### config.mk
export PLATFORM = sky130hd
export DESIGN_NAME = acf_config_low
export DESIGN_NICKNAME = d
export VERILOG_FILES = /design/src/core/acf_pkg.sv /design/src/core/acf_config_low.sv
export SDC_FILE = /design/constraint.sdc
export NUM_CORES = 1
export LEC_CHECK = 0
export BUFFER_PORTS_ARGS = -buffer_cell sky130_fd_sc_hd__buf_2
export CORE_MARGIN = 4
export CORE_UTILIZATION = 54
export DETAILED_ROUTE_END_ITERATION = 16
export GPL_TIMING_DRIVEN = 0
export PLACE_DENSITY = 0.74
export REMOVE_ABC_BUFFERS = 1
export SLEW_MARGIN = 20
export SYNTH_ARGS = -nofsm -noshare
export SYNTH_HDL_FRONTEND = slang
export SYNTH_SLANG_ARGS = --single-unit
export TNS_END_PERCENT = 20
### constraint.sdc
create_clock -name clock -period 2.23 [get_ports clock]
set_input_delay 0.446 -clock clock [delete_from_list [all_inputs] [get_ports clock]]
set_output_delay 0.446 -clock clock [all_outputs]
set_load 0.03 [all_outputs]
### src/core/acf_pkg.sv
// package for the converter configuration low-field decoder
// Notes on behaviour
// - temp select: 0 converts inputs, 1 temperature
// - pullup enable weakly pulls pin while deselected
// - only qualifier 01 updates configuration register
// - static serial input never writes configuration
// - bit 0 ignores writes, reads as 1 (stored as written here; only the readback forces it to 1)
// - configuration reachable only through serial interface
package acf_pkg;
   localparam int unsigned CFG_W = 16;
   localparam int unsigned BIT_TEMP_SEL = 4;
   localparam int unsigned BIT_PULLUP = 3;
   localparam int unsigned BIT_QUAL_HI = 2;
   localparam int unsigned BIT_QUAL_LO = 1;
   localparam int unsigned BIT_RSVD = 0;
   localparam logic [15:0] CFG_RESET = 16'h058b;
   localparam logic [1:0] QUAL_VALID = 2'h1;
   localparam logic [4:0] BIT_CNT_LAST = 5'h0f;
   localparam logic [4:0] BIT_CNT_ZERO = 5'h00;

   typedef struct packed {
      logic temp_sensor_select;
      logic output_pullup_enable;
      logic [1:0] write_qualifier;
   } acf_low_fields_t;
endpackage

### src/core/acf_config_low.sv
// configuration word receiver with low-field decode and pin pullup control
`timescale 1ns/10ps
`default_nettype none
module acf_config_low
   import acf_pkg::*;
(
   input wire logic clock,
   input wire logic rst,
   input wire logic cs_n,
   input wire logic sclk,
   input wire logic sdi,
   output logic [15:0] cfg_readback,
   output acf_low_fields_t low_fields,
   output logic serial_out_data_ready_pullup,
   output logic cfg_written
);
   // pin synchronisers: stage one is read by stage two only
   logic cs_meta_r;
   logic cs_sync_r;
   logic sclk_meta_r;
   logic sclk_sync_r;
   logic sclk_prev_r;
   logic sdi_meta_r;
   logic sdi_sync_r;

   // word assembly
   logic sclk_rise;
   logic [15:0] shift_r;
   logic [15:0] shift_nxt;
   logic [4:0] cnt_r;
   logic [4:0] cnt_nxt;
   logic word_last;

   // configuration state
   logic word_commit;
   logic [15:0] cfg_r;
   logic [15:0] cfg_nxt;
   logic written_nxt;

   // true when the received word carries the write pattern
   function automatic logic qual_is_valid(input logic [15:0] word);
      logic [1:0] qual;
      qual = word[BIT_QUAL_HI:BIT_QUAL_LO];
      return (qual == QUAL_VALID);
   endfunction

   // bit counter step; wraps so back-to-back words need no deselect
   function automatic logic [4:0] cnt_step(input logic [4:0] cnt);
      logic [4:0] step;
      if (cnt == BIT_CNT_LAST) begin
         step = BIT_CNT_ZERO;
      end else begin
         step = cnt + 5'h01;
      end
      return step;
   endfunction

   // host view of a stored word: the reserved bit never reads low
   function automatic logic [15:0] with_reserved(input logic [15:0] word);
      logic [15:0] view;
      view = word;
      view[BIT_RSVD] = 1'b1;
      return view;
   endfunction

   // field view of a stored word, in carrier order
   function automatic acf_low_fields_t low_view(input logic [15:0] word);
      acf_low_fields_t view;
      view.temp_sensor_select = word[BIT_TEMP_SEL];
      view.output_pullup_enable = word[BIT_PULLUP];
      view.write_qualifier = word[BIT_QUAL_HI:BIT_QUAL_LO];
      return view;
   endfunction

   // weak pullup only while deselected; when selected the pin belongs to its driver
   function automatic logic pullup_on(input logic [15:0] word, input logic deselected);
      return word[BIT_PULLUP] & deselected;
   endfunction

   // chip select stage one; reset parks it deselected
   always_ff @(posedge clock) begin
      if (rst) begin
         cs_meta_r <= 1'b1;
      end else begin
         cs_meta_r <= cs_n;
      end
   end

   // chip select stage two
   always_ff @(posedge clock) begin
      if (rst) begin
         cs_sync_r <= 1'b1;
      end else begin
         cs_sync_r <= cs_meta_r;
      end
   end

   // serial clock stage one; idle level is low, so no false edge after reset
   always_ff @(posedge clock) begin
      if (rst) begin
         sclk_meta_r <= 1'b0;
      end else begin
         sclk_meta_r <= sclk;
      end
   end

   // serial clock stage two
   always_ff @(posedge clock) begin
      if (rst) begin
         sclk_sync_r <= 1'b0;
      end else begin
         sclk_sync_r <= sclk_meta_r;
      end
   end

   // delayed copy of stage two for edge detection
   always_ff @(posedge clock) begin
      if (rst) begin
         sclk_prev_r <= 1'b0;
      end else begin
         sclk_prev_r <= sclk_sync_r;
      end
   end

   // serial data stage one; same latency as the clock path keeps them aligned
   always_ff @(posedge clock) begin
      if (rst) begin
         sdi_meta_r <= 1'b0;
      end else begin
         sdi_meta_r <= sdi;
      end
   end

   // serial data stage two
   always_ff @(posedge clock) begin
      if (rst) begin
         sdi_sync_r <= 1'b0;
      end else begin
         sdi_sync_r <= sdi_meta_r;
      end
   end

   // rise: stage two high while its delayed copy is still low
   assign sclk_rise = sclk_sync_r & ~sclk_prev_r;

   // chip select high abandons any partial word
   always_comb begin
      shift_nxt = shift_r;
      cnt_nxt = cnt_r;
      if (cs_sync_r) begin
         shift_nxt = 16'h0000;
         cnt_nxt = BIT_CNT_ZERO;
      end else if (sclk_rise) begin
         shift_nxt = {shift_r[14:0], sdi_sync_r};
         cnt_nxt = cnt_step(cnt_r);
      end
   end

   // shift register, msb arrives first
   always_ff @(posedge clock) begin
      if (rst) begin
         shift_r <= 16'h0000;
      end else begin
         shift_r <= shift_nxt;
      end
   end

   // bits received in the current word
   always_ff @(posedge clock) begin
      if (rst) begin
         cnt_r <= BIT_CNT_ZERO;
      end else begin
         cnt_r <= cnt_nxt;
      end
   end

   // sixteenth bit of a selected word; earlier bits never commit
   assign word_last = !cs_sync_r && sclk_rise
                      && (cnt_r == BIT_CNT_LAST);
   // all-0 and all-1 words fail the qualifier, so a static data line is harmless
   assign word_commit = word_last && qual_is_valid(shift_nxt);

   always_comb begin
      cfg_nxt = cfg_r;
      written_nxt = 1'b0;
      if (word_commit) begin
         cfg_nxt = shift_nxt;
         written_nxt = 1'b1;
      end
   end

   // stored configuration word
   always_ff @(posedge clock) begin
      if (rst) begin
         cfg_r <= CFG_RESET;
      end else begin
         cfg_r <= cfg_nxt;
      end
   end

   // one-cycle commit pulse, aligned with the new word
   always_ff @(posedge clock) begin
      if (rst) begin
         cfg_written <= 1'b0;
      end else begin
         cfg_written <= written_nxt;
      end
   end

   // bit 0 is stored as written but never shown
   assign cfg_readback = with_reserved(cfg_r);

   // fields follow the stored word, not the word in flight
   assign low_fields = low_view(cfg_r);

   // follows chip select two cycles late, through its synchroniser
   assign serial_out_data_ready_pullup = pullup_on(cfg_r, cs_sync_r);
endmodule
`default_nettype wire

Yosys cells after proc, flatten, opt, wreduce, memory -nomap -nowiden:

Cells that the tools add are included.

* reduce and logical (&&, ||, !) cells: 5
* bitwise gates (word level): 3
* equal/unequal tests: 2
* $add $sub $neg: 1
* mux-type cells: 4

Operators with widths (count)
* $mux W16: 2
* $add A5 B1 Y5 const B: 1
* $eq A5 B4 Y1 const B: 1
* $mux W5: 1
* $logic_and A1 B1 Y1: 3
* $and A1 B1 Y1: 2
* $eq A2 B1 Y1 const B: 1
* $reduce_or A2 Y1: 1
* $logic_not A1 Y1: 1
* $mux W1: 1
* $not A1 Y1: 1

* register bits after elaboration: 45

Longest topological paths before layout:

Gate-level depths: netlist of the first run.

* word-level depth: 7
* gate-level depth with buffers: 6
* depth with buffers taken out: 4

Worst setup path before layout of the first run:

OpenSTA, ideal clock, no wires.

* kind: flip-flop to flip-flop
* from: reg cnt_r[0]
* to: reg cfg_r[11]
* path slack: 0.658 ns
* path buffers: 2
* clock period less this slack: 1.572 ns
* library setup time: 0.087 ns
* stages on the path, launching flop included: 7
* data required time: 2.143 ns
* arrival time: 1.485 ns
* path through: dfxtp_1 -> ha_1 -> nand3b_1 -> or3_1 -> buf_6 -> buf_6 -> o31ai_1

* word-level cells in the longest chain between the ends: 3

RTL lines
* from (decl): RTL line acf_config_low.sv:30 `logic [4:0] cnt_r;`
* from (signal assigned): RTL line acf_config_low.sv:173 `cnt_r <= cnt_nxt;`
* $eq A5 B4 Y1: RTL line acf_config_low.sv:179 `&& (cnt_r == BIT_CNT_LAST);`
* $logic_and A1 B1 Y1: RTL line acf_config_low.sv:179
* $logic_and A1 B1 Y1: RTL line acf_config_low.sv:181 `assign word_commit = word_last && qual_is_valid(shift_nxt);`
* to (signal assigned): RTL line acf_config_low.sv:197 `cfg_r <= cfg_nxt;`
* to (decl): RTL line acf_config_low.sv:36 `logic [15:0] cfg_r;`

No other way between the ends.
A chain may end at the register's enable or synchronous reset.

Final worst setup path of the first run:

* from: reg sclk_prev_r
* to: reg cfg_r[3]

* word-level cells in the longest chain between the ends: 6

RTL lines
* from (decl): RTL line acf_config_low.sv:22 `logic sclk_prev_r;`
* from (signal assigned): RTL line acf_config_low.sv:121 `sclk_prev_r <= sclk_sync_r;`
* $not A1 Y1 *: RTL line acf_config_low.sv:144 `assign sclk_rise = sclk_sync_r & ~sclk_prev_r;`
* $and A1 B1 Y1 *: RTL line acf_config_low.sv:144
* $mux W16: RTL line acf_config_low.sv:153 `end else if (sclk_rise) begin`
* $mux W16: RTL line acf_config_low.sv:150 `if (cs_sync_r) begin`
* $eq A2 B1 Y1: RTL line acf_config_low.sv:44 `return (qual == QUAL_VALID);`
* $logic_and A1 B1 Y1: RTL line acf_config_low.sv:181

Mark *: on every way between the ends. The rest lies on a longest branch, timed or not.

==> flow_summary.ini, run 1 <==
[timing]
rsz0062_at_grt = no
setup_viol = 0
min_period_ns = 1.89
fmax_ghz = 0.528
skew_ns = 0.00637
hold_ws_ns = 0.288
worst_slew_pin_slew_ns = 0.768
slew_violations = 0
hold_viol_final = 0
fin_setup_tns_ns = 0
max_slew_margin_pct = 48.8
period_share_pct = 84.9

[logic_synthesis]
postSynth.asyncResetShare_pct = 0
netlist_area_sq_um = 1640
yosysTopAreaCell = dfxtp_1
syn-mean-instance-area_sq_um = 10.3
synthTopCellsByArea = dfxtp_1 54%, mux2i_1 7.9%, o31ai_1 5.9%
yosys.area.top_type_share_pct = 53.6
synth-edff-count = 0
ys_seq_area_share_pct = 53.6
synthCells = 160
synth_top_flop_cell = dfxtp_1
yosysWarnings = 0
synth_cell_type_count = 30
synth_seq_cells = 44
synthTopCellsByCount = 44 x dfxtp_1, 13 x mux2i_1, 13 x nor2_1, 13 x o31ai_1
yosysMostFrequentCell = dfxtp_1

[worst_setup_path]
cp_cell_sequence = nand3b_1 > or3_4 > o311ai_1
cp-end-kind = flip-flop
cp.buffers_inverters = 0
ff2ff_path_depth = 3
path_max_fanout = 16
startpoint_type = flip-flop
setup.worst_path.class = flip-flop to flip-flop
timing.rr.end = cfg_r[3]$_SDFFE_PP1P_
crit_slowest_cell = or3_4
r2r_setup_slack_ns = 0.34
worstPathRequired_ns = 2.47
r2r_start = sclk_prev_r$_SDFF_PP0_
max_stage_delay_ns = 0.65
crit_family = simple AND/OR/NAND/NOR gates
crit_arrival_ns = 2.14

[routing]
routedWlPerCell_microns = 15.3
viasPerCell = 5.87
wirelength_microns = 3180
drc_errors = 0
ant_nets = 0
firstDrtPassIters = 4
routed-via-count = 1220
drt_iter0_drc = 27

[clock_network]
cts_tree = done
cts_hold_buf = 0
numClockSinks = 44
clk_latency_ns = 0.34
path_clk_slew_ns = 0.11
h-tree-depth = 2
clockBufferDepth = 2
cts_buffers = 5
root_buffer = clkbuf_4

[layout]
nets = 185
drive_gt1_share_pct = 22.6
synthToLayoutAreaGrowth_pct = 9.13
n_antenna_cell = 0
final_cells = 208

[die]
row_count = 19
start_util_pct = 58.1
ios = 27
die-area_sq_um = 3990
die_y_microns = 63.2
fp.dieW_microns = 63.2
core_sq_um = 2830

[grt]
grt_usage_pct = 16.8
grt_pass1_vias = 1144
grt_pass1_wl_microns = 5360
overflow = 0
grt_max_degree = 23
grt_antenna_before_repair = 0

[hold_path]
hp-class = input pin to flip-flop
hp-start = cs_n
hold_end = cs_meta_r$_SDFF_PP1_
min_path_cells = 2

[power]
power_density_nw_per_um2 = 643
power_mw = 1.15
leakage_nw = 0.662
irDropWorstVdd_mv = 0.453

[placement]
dpl.hpwl_microns = 2070
io_buffers = 25
dpl.cell_count = 199
globalplace.congestion = 0.719

[run_status]
status = complete, no violations

[run]
drv_cap = 0
-- placed cells by master (no fill, tap or decap) --
cell type	synthesis	final
xor2_1	1	1
o21ai_0	2	2
buf_8	0	1
buf_2	2	25
nand3_1	1	1
mux2i_1	13	13
and2_1	1	1
or2_2	2	2
a21oi_1	5	5
xnor2_1	1	1
o311ai_0	9	9
buf_4	5	4
or3_4	0	1
conb_1	1	1
nand4_1	1	1
or2_1	0	1
o311ai_1	4	4
and3_1	2	2
nor3_1	4	4
ha_1	1	1
nor2_1	13	13
nand3b_1	4	4
clkbuf_4	0	5
nand2_1	8	8
nor2b_1	6	5
nor2b_2	0	1
o31ai_1	13	13
or3b_4	1	1
nand2b_1	1	1
or3_1	2	1
dfxtp_1	44	44
inv_1	1	1
-- registers in the layout, summed over array words and instances (netlist names) --
| register | flops |
|---|---|
| sdi_meta_r | 1 |
| cnt_r | 5 |
| cs_sync_r | 1 |
| cfg_written | 1 |
| sclk_meta_r | 1 |
| shift_r | 16 |
| sclk_prev_r | 1 |
| sdi_sync_r | 1 |
| cs_meta_r | 1 |
| sclk_sync_r | 1 |
| cfg_r | 15 |
-- cell families (layout without fill, tap and decap cells) --
| family | Yosys count | in the layout | share of synthesized area, % |
|---|---|---|---|
| buffers and inverters | 19 | 36 | 6.54 |
| other | 1 | 1 | 0.228 |
| AND/OR/NAND/NOR | 47 | 47 | 14.9 |
| adder cells (fa/ha/maj) | 1 | 1 | 0.761 |
| XOR/XNOR | 2 | 2 | 1.07 |
| flip-flops | 44 | 44 | 53.6 |
| multiplexers | 13 | 13 | 7.91 |
| AO/OA/AOI/OAI | 33 | 33 | 15.0 |
-- worst max path at each step --
stage	from	to	depth (start not counted)
2_1_floorplan	sclk_sync_r$_SDFF_PP0_	cfg_r[10]$_SDFFE_PP1P_	3
3_3_place_gp	cnt_r[0]$_SDFFE_PP0N_	cfg_r[8]$_SDFFE_PP1P_	4
3_5_place_dp	cnt_r[0]$_SDFFE_PP0N_	cfg_r[8]$_SDFFE_PP1P_	4
4_1_cts	cnt_r[0]$_SDFFE_PP0N_	cfg_r[3]$_SDFFE_PP1P_	4
5_1_grt	sclk_prev_r$_SDFF_PP0_	cfg_r[3]$_SDFFE_PP1P_	3
6_report	sclk_prev_r$_SDFF_PP0_	cfg_r[3]$_SDFFE_PP1P_	3
-- per-layer routing --
metal / vias to the layer above / part of all wire [%] / global-route usage [%]
li1: 604 / - / -
met1: 578 / 45 / 20.4
met2: 32 / 48 / 28.5
met3: 6 / 5.9 / 4.80
met4: 0 / 1.3 / 5.66
met5: - / 0 / 0
-- per-stage QoR --
stage,cell area [sq um],setup WS [ns],util (%)
finish,1790,0.337,63.4
global route,1790,0.163,63.4
CTS,1760,0.102,62.4
detailed placement,1720,-0.0273,60.9
global placement,1700,0.0627,60.2
floorplan,1540,0.422,-
-- timing repair --
action	in CTS	in global routing
setup buffers	0	4
resized for setup	1	0
pin swaps	0	1
endpoints found under the setup margin	13	6
-- area by class of cell --
class / count / area [sq um]
multi-input cells: 97 / 663
fillers: 247 / 1030
flip-flops and latches: 44 / 881
well taps: 31 / 38.8
clock buffers: 5 / 37.5
inverters: 1 / 3.75
repair buffers: 30 / 170
-- report_power, final --
part	internal (mW)	switching, mW
Combinational	0.0137	0.0246
Sequential	0.791	0.00416
Clock	0.106	0.215
(Power assumes the default switching activity.)
==> run 2: changes to the inputs <==
CORE_UTILIZATION = 49   (was 54)
PLACE_DENSITY = 0.71   (was 0.74)
clock period = 1.6 ns   (was 2.23 ns; I/O delays follow)
==> flow_summary.ini, run 2 (synthesis results as in run 1) <==
[power]
clkPwrFrac_pct = 36.9
leakage_nw = 0.703
swShare_pct = 21.7
p_seq_share_pct = 59.7
irDropWorstVdd_mv = 0.674
pwr-share-comb_pct = 3.4
power_density_nw_per_um2 = 952
power.net_switching_mw = 0.401
p_int_mw = 1.45

[timing]
skew_ns = 0.0125
hold_viol_final = 0
worst_slew_pin_slew_ns = 0.735
period_share_pct = 97.2
min_period_ns = 1.55
fmax_ghz = 0.643
rsz0062_at_grt = yes
fin_setup_tns_ns = 0
hold_ws_ns = 0.134
setup_viol = 0
slew_violations = 0
setup_slack_ns = 0.0450
max_slew_margin_pct = 51.0

[worst_setup_path]
worstPathRequired_ns = 1.87
r2r_start = shift_r[1]$_SDFF_PP0_
setup.worst_path.class = flip-flop to flip-flop
startpoint_type = flip-flop
r2r_setup_slack_ns = 0.05
crit_end = cfg_r[8]$_SDFFE_PP1P_
cp-end-kind = flip-flop
crit_path_start = shift_r[1]$_SDFF_PP0_
timing.rr.end = cfg_r[8]$_SDFFE_PP1P_
crit_arrival_ns = 1.83
path_max_fanout = 8
ff2ff_path_depth = 3

[placement]
dpl.cell_count = 212
dpl.hpwl_microns = 2060
place_area_sq_um = 1740
dp_slack_ns = -0.644
globalplace.congestion = 0.756
io_buffers = 25

[die]
row_count = 20
die_y_microns = 65.9
core_sq_um = 3130
die-area_sq_um = 4350
fp.dieW_microns = 65.9
ios = 27
start_util_pct = 52.6

[clock_network]
h-tree-depth = 2
cts_buffers = 5
cts_tree = done
cts_hold_buf = 0
numClockSinks = 44
clk_latency_ns = 0.36
clockBufferDepth = 2
path_clk_slew_ns = 0.12
root_buffer = clkbuf_4

[grt]
overflow = 0
grt_pass1_wl_microns = 5510
grt_max_degree = 23
grt_usage_pct = 17.1
grt_pass1_vias = 1156
grt_antenna_before_repair = 0

[layout]
n_antenna_cell = 0
design_area_sq_um = 1940
final_cell_mix = 39 x dfxtp_1, 25 x buf_2, 13 x nor2_1
final_cells = 229
synthToLayoutAreaGrowth_pct = 18.3
layout_commonest_cell = dfxtp_1
reg_top3 = shift_r x16, cfg_r x15, cnt_r x5
nets = 190
num-fill-cells = 252
largest-register = shift_r
largest_reg_flops = 16
drive_gt1_share_pct = 31.9

[routing]
wirelength_microns = 3450
viasPerCell = 5.44
routed-via-count = 1246
firstDrtPassIters = 4
ant_nets = 0
drt_iter0_drc = 43
drc_errors = 0
routedWlPerCell_microns = 15.1

[hold_path]
hp-class = input pin to flip-flop

[run_status]
status = complete, no violations

[run]
drv_cap = 0
==> run 2: cell count changes in the layout (fill, tap and decap cells not counted), moves of 2 or more <==
| cell | delta |
|---|---|
| buf_4 | +4 |
| dfxtp_2 | +4 |
| o31ai_2 | +2 |
| o31ai_1 | -2 |
| o311ai_0 | -4 |
| o311ai_1 | +2 |
| dfxtp_1 | -5 |
==> run 2: repair_timing <==
item / in CTS / in global routing
buffers inserted: 6 / 2
pin swaps: 4 / 3
endpoints found under the setup margin: 33 / 16
endpoints found under the hold margin: 0 / 0
gates resized for setup: 7 / 13
gates cloned: 1 / 0
==> run 2: stage by stage <==
stage	utilization [%]	total power, mW
2_1_floorplan	-	1.16
3_3_place_gp	55.0	1.18
3_5_place_dp	55.6	1.19
4_1_cts	60.7	1.86
5_1_grt	62.2	1.92
6_report	62.2	1.85
==> run 2: worst max-delay path: stages (launching register included) <==
cell and delay (ns):
dfxtp_2 0.35, or3b_4 0.42, or3_4 0.42, o311ai_2 0.28
==> run 2: power groups by stage <==
stage	sequential, mW	clock [mW]	combinational (mW)
after floorplan	1.13	0	0.0330
after CTS	1.11	0.695	0.0607
after detailed placement	1.13	0	0.0534
final	1.11	0.683	0.0623
after global placement	1.13	0	0.0493
after global routing	1.11	0.743	0.0670
==> run 2: per-layer routing <==
layer	GRT usage [%]	share of wire [%]	wire, microns
met5	0	0	0
met4	6.74	1.6	54
met3	6.12	4.8	164
met2	28.2	47	1630
met1	20.1	46	1600
==> run 2: worst min path at each step <==
stage,slack [ns],cells past startpoint,to,startpoint
floorplan,0.39,1,cs_sync_r$_SDFF_PP1_,cs_meta_r$_SDFF_PP1_
global placement,0.40,1,cs_sync_r$_SDFF_PP1_,cs_meta_r$_SDFF_PP1_
detailed placement,0.40,1,cs_sync_r$_SDFF_PP1_,cs_meta_r$_SDFF_PP1_
CTS,0.12,2,cs_meta_r$_SDFF_PP1_,cs_n
global route,0.11,2,cs_meta_r$_SDFF_PP1_,cs_n
finish,0.13,2,cs_meta_r$_SDFF_PP1_,cs_n
==> run 2: final cells by class <==
type | count | area, sq um | area share, %
flip-flops and latches | 44 | 890 | 45.8
multi-input cells | 98 | 716 | 36.8
repair buffers | 34 | 200 | 10.3
clock buffers | 5 | 37.5 | 1.93
inverters | 1 | 3.75 | 0.193
well taps | 44 | 55.1 | 2.83
clock inverters | 3 | 42.5 | 2.19
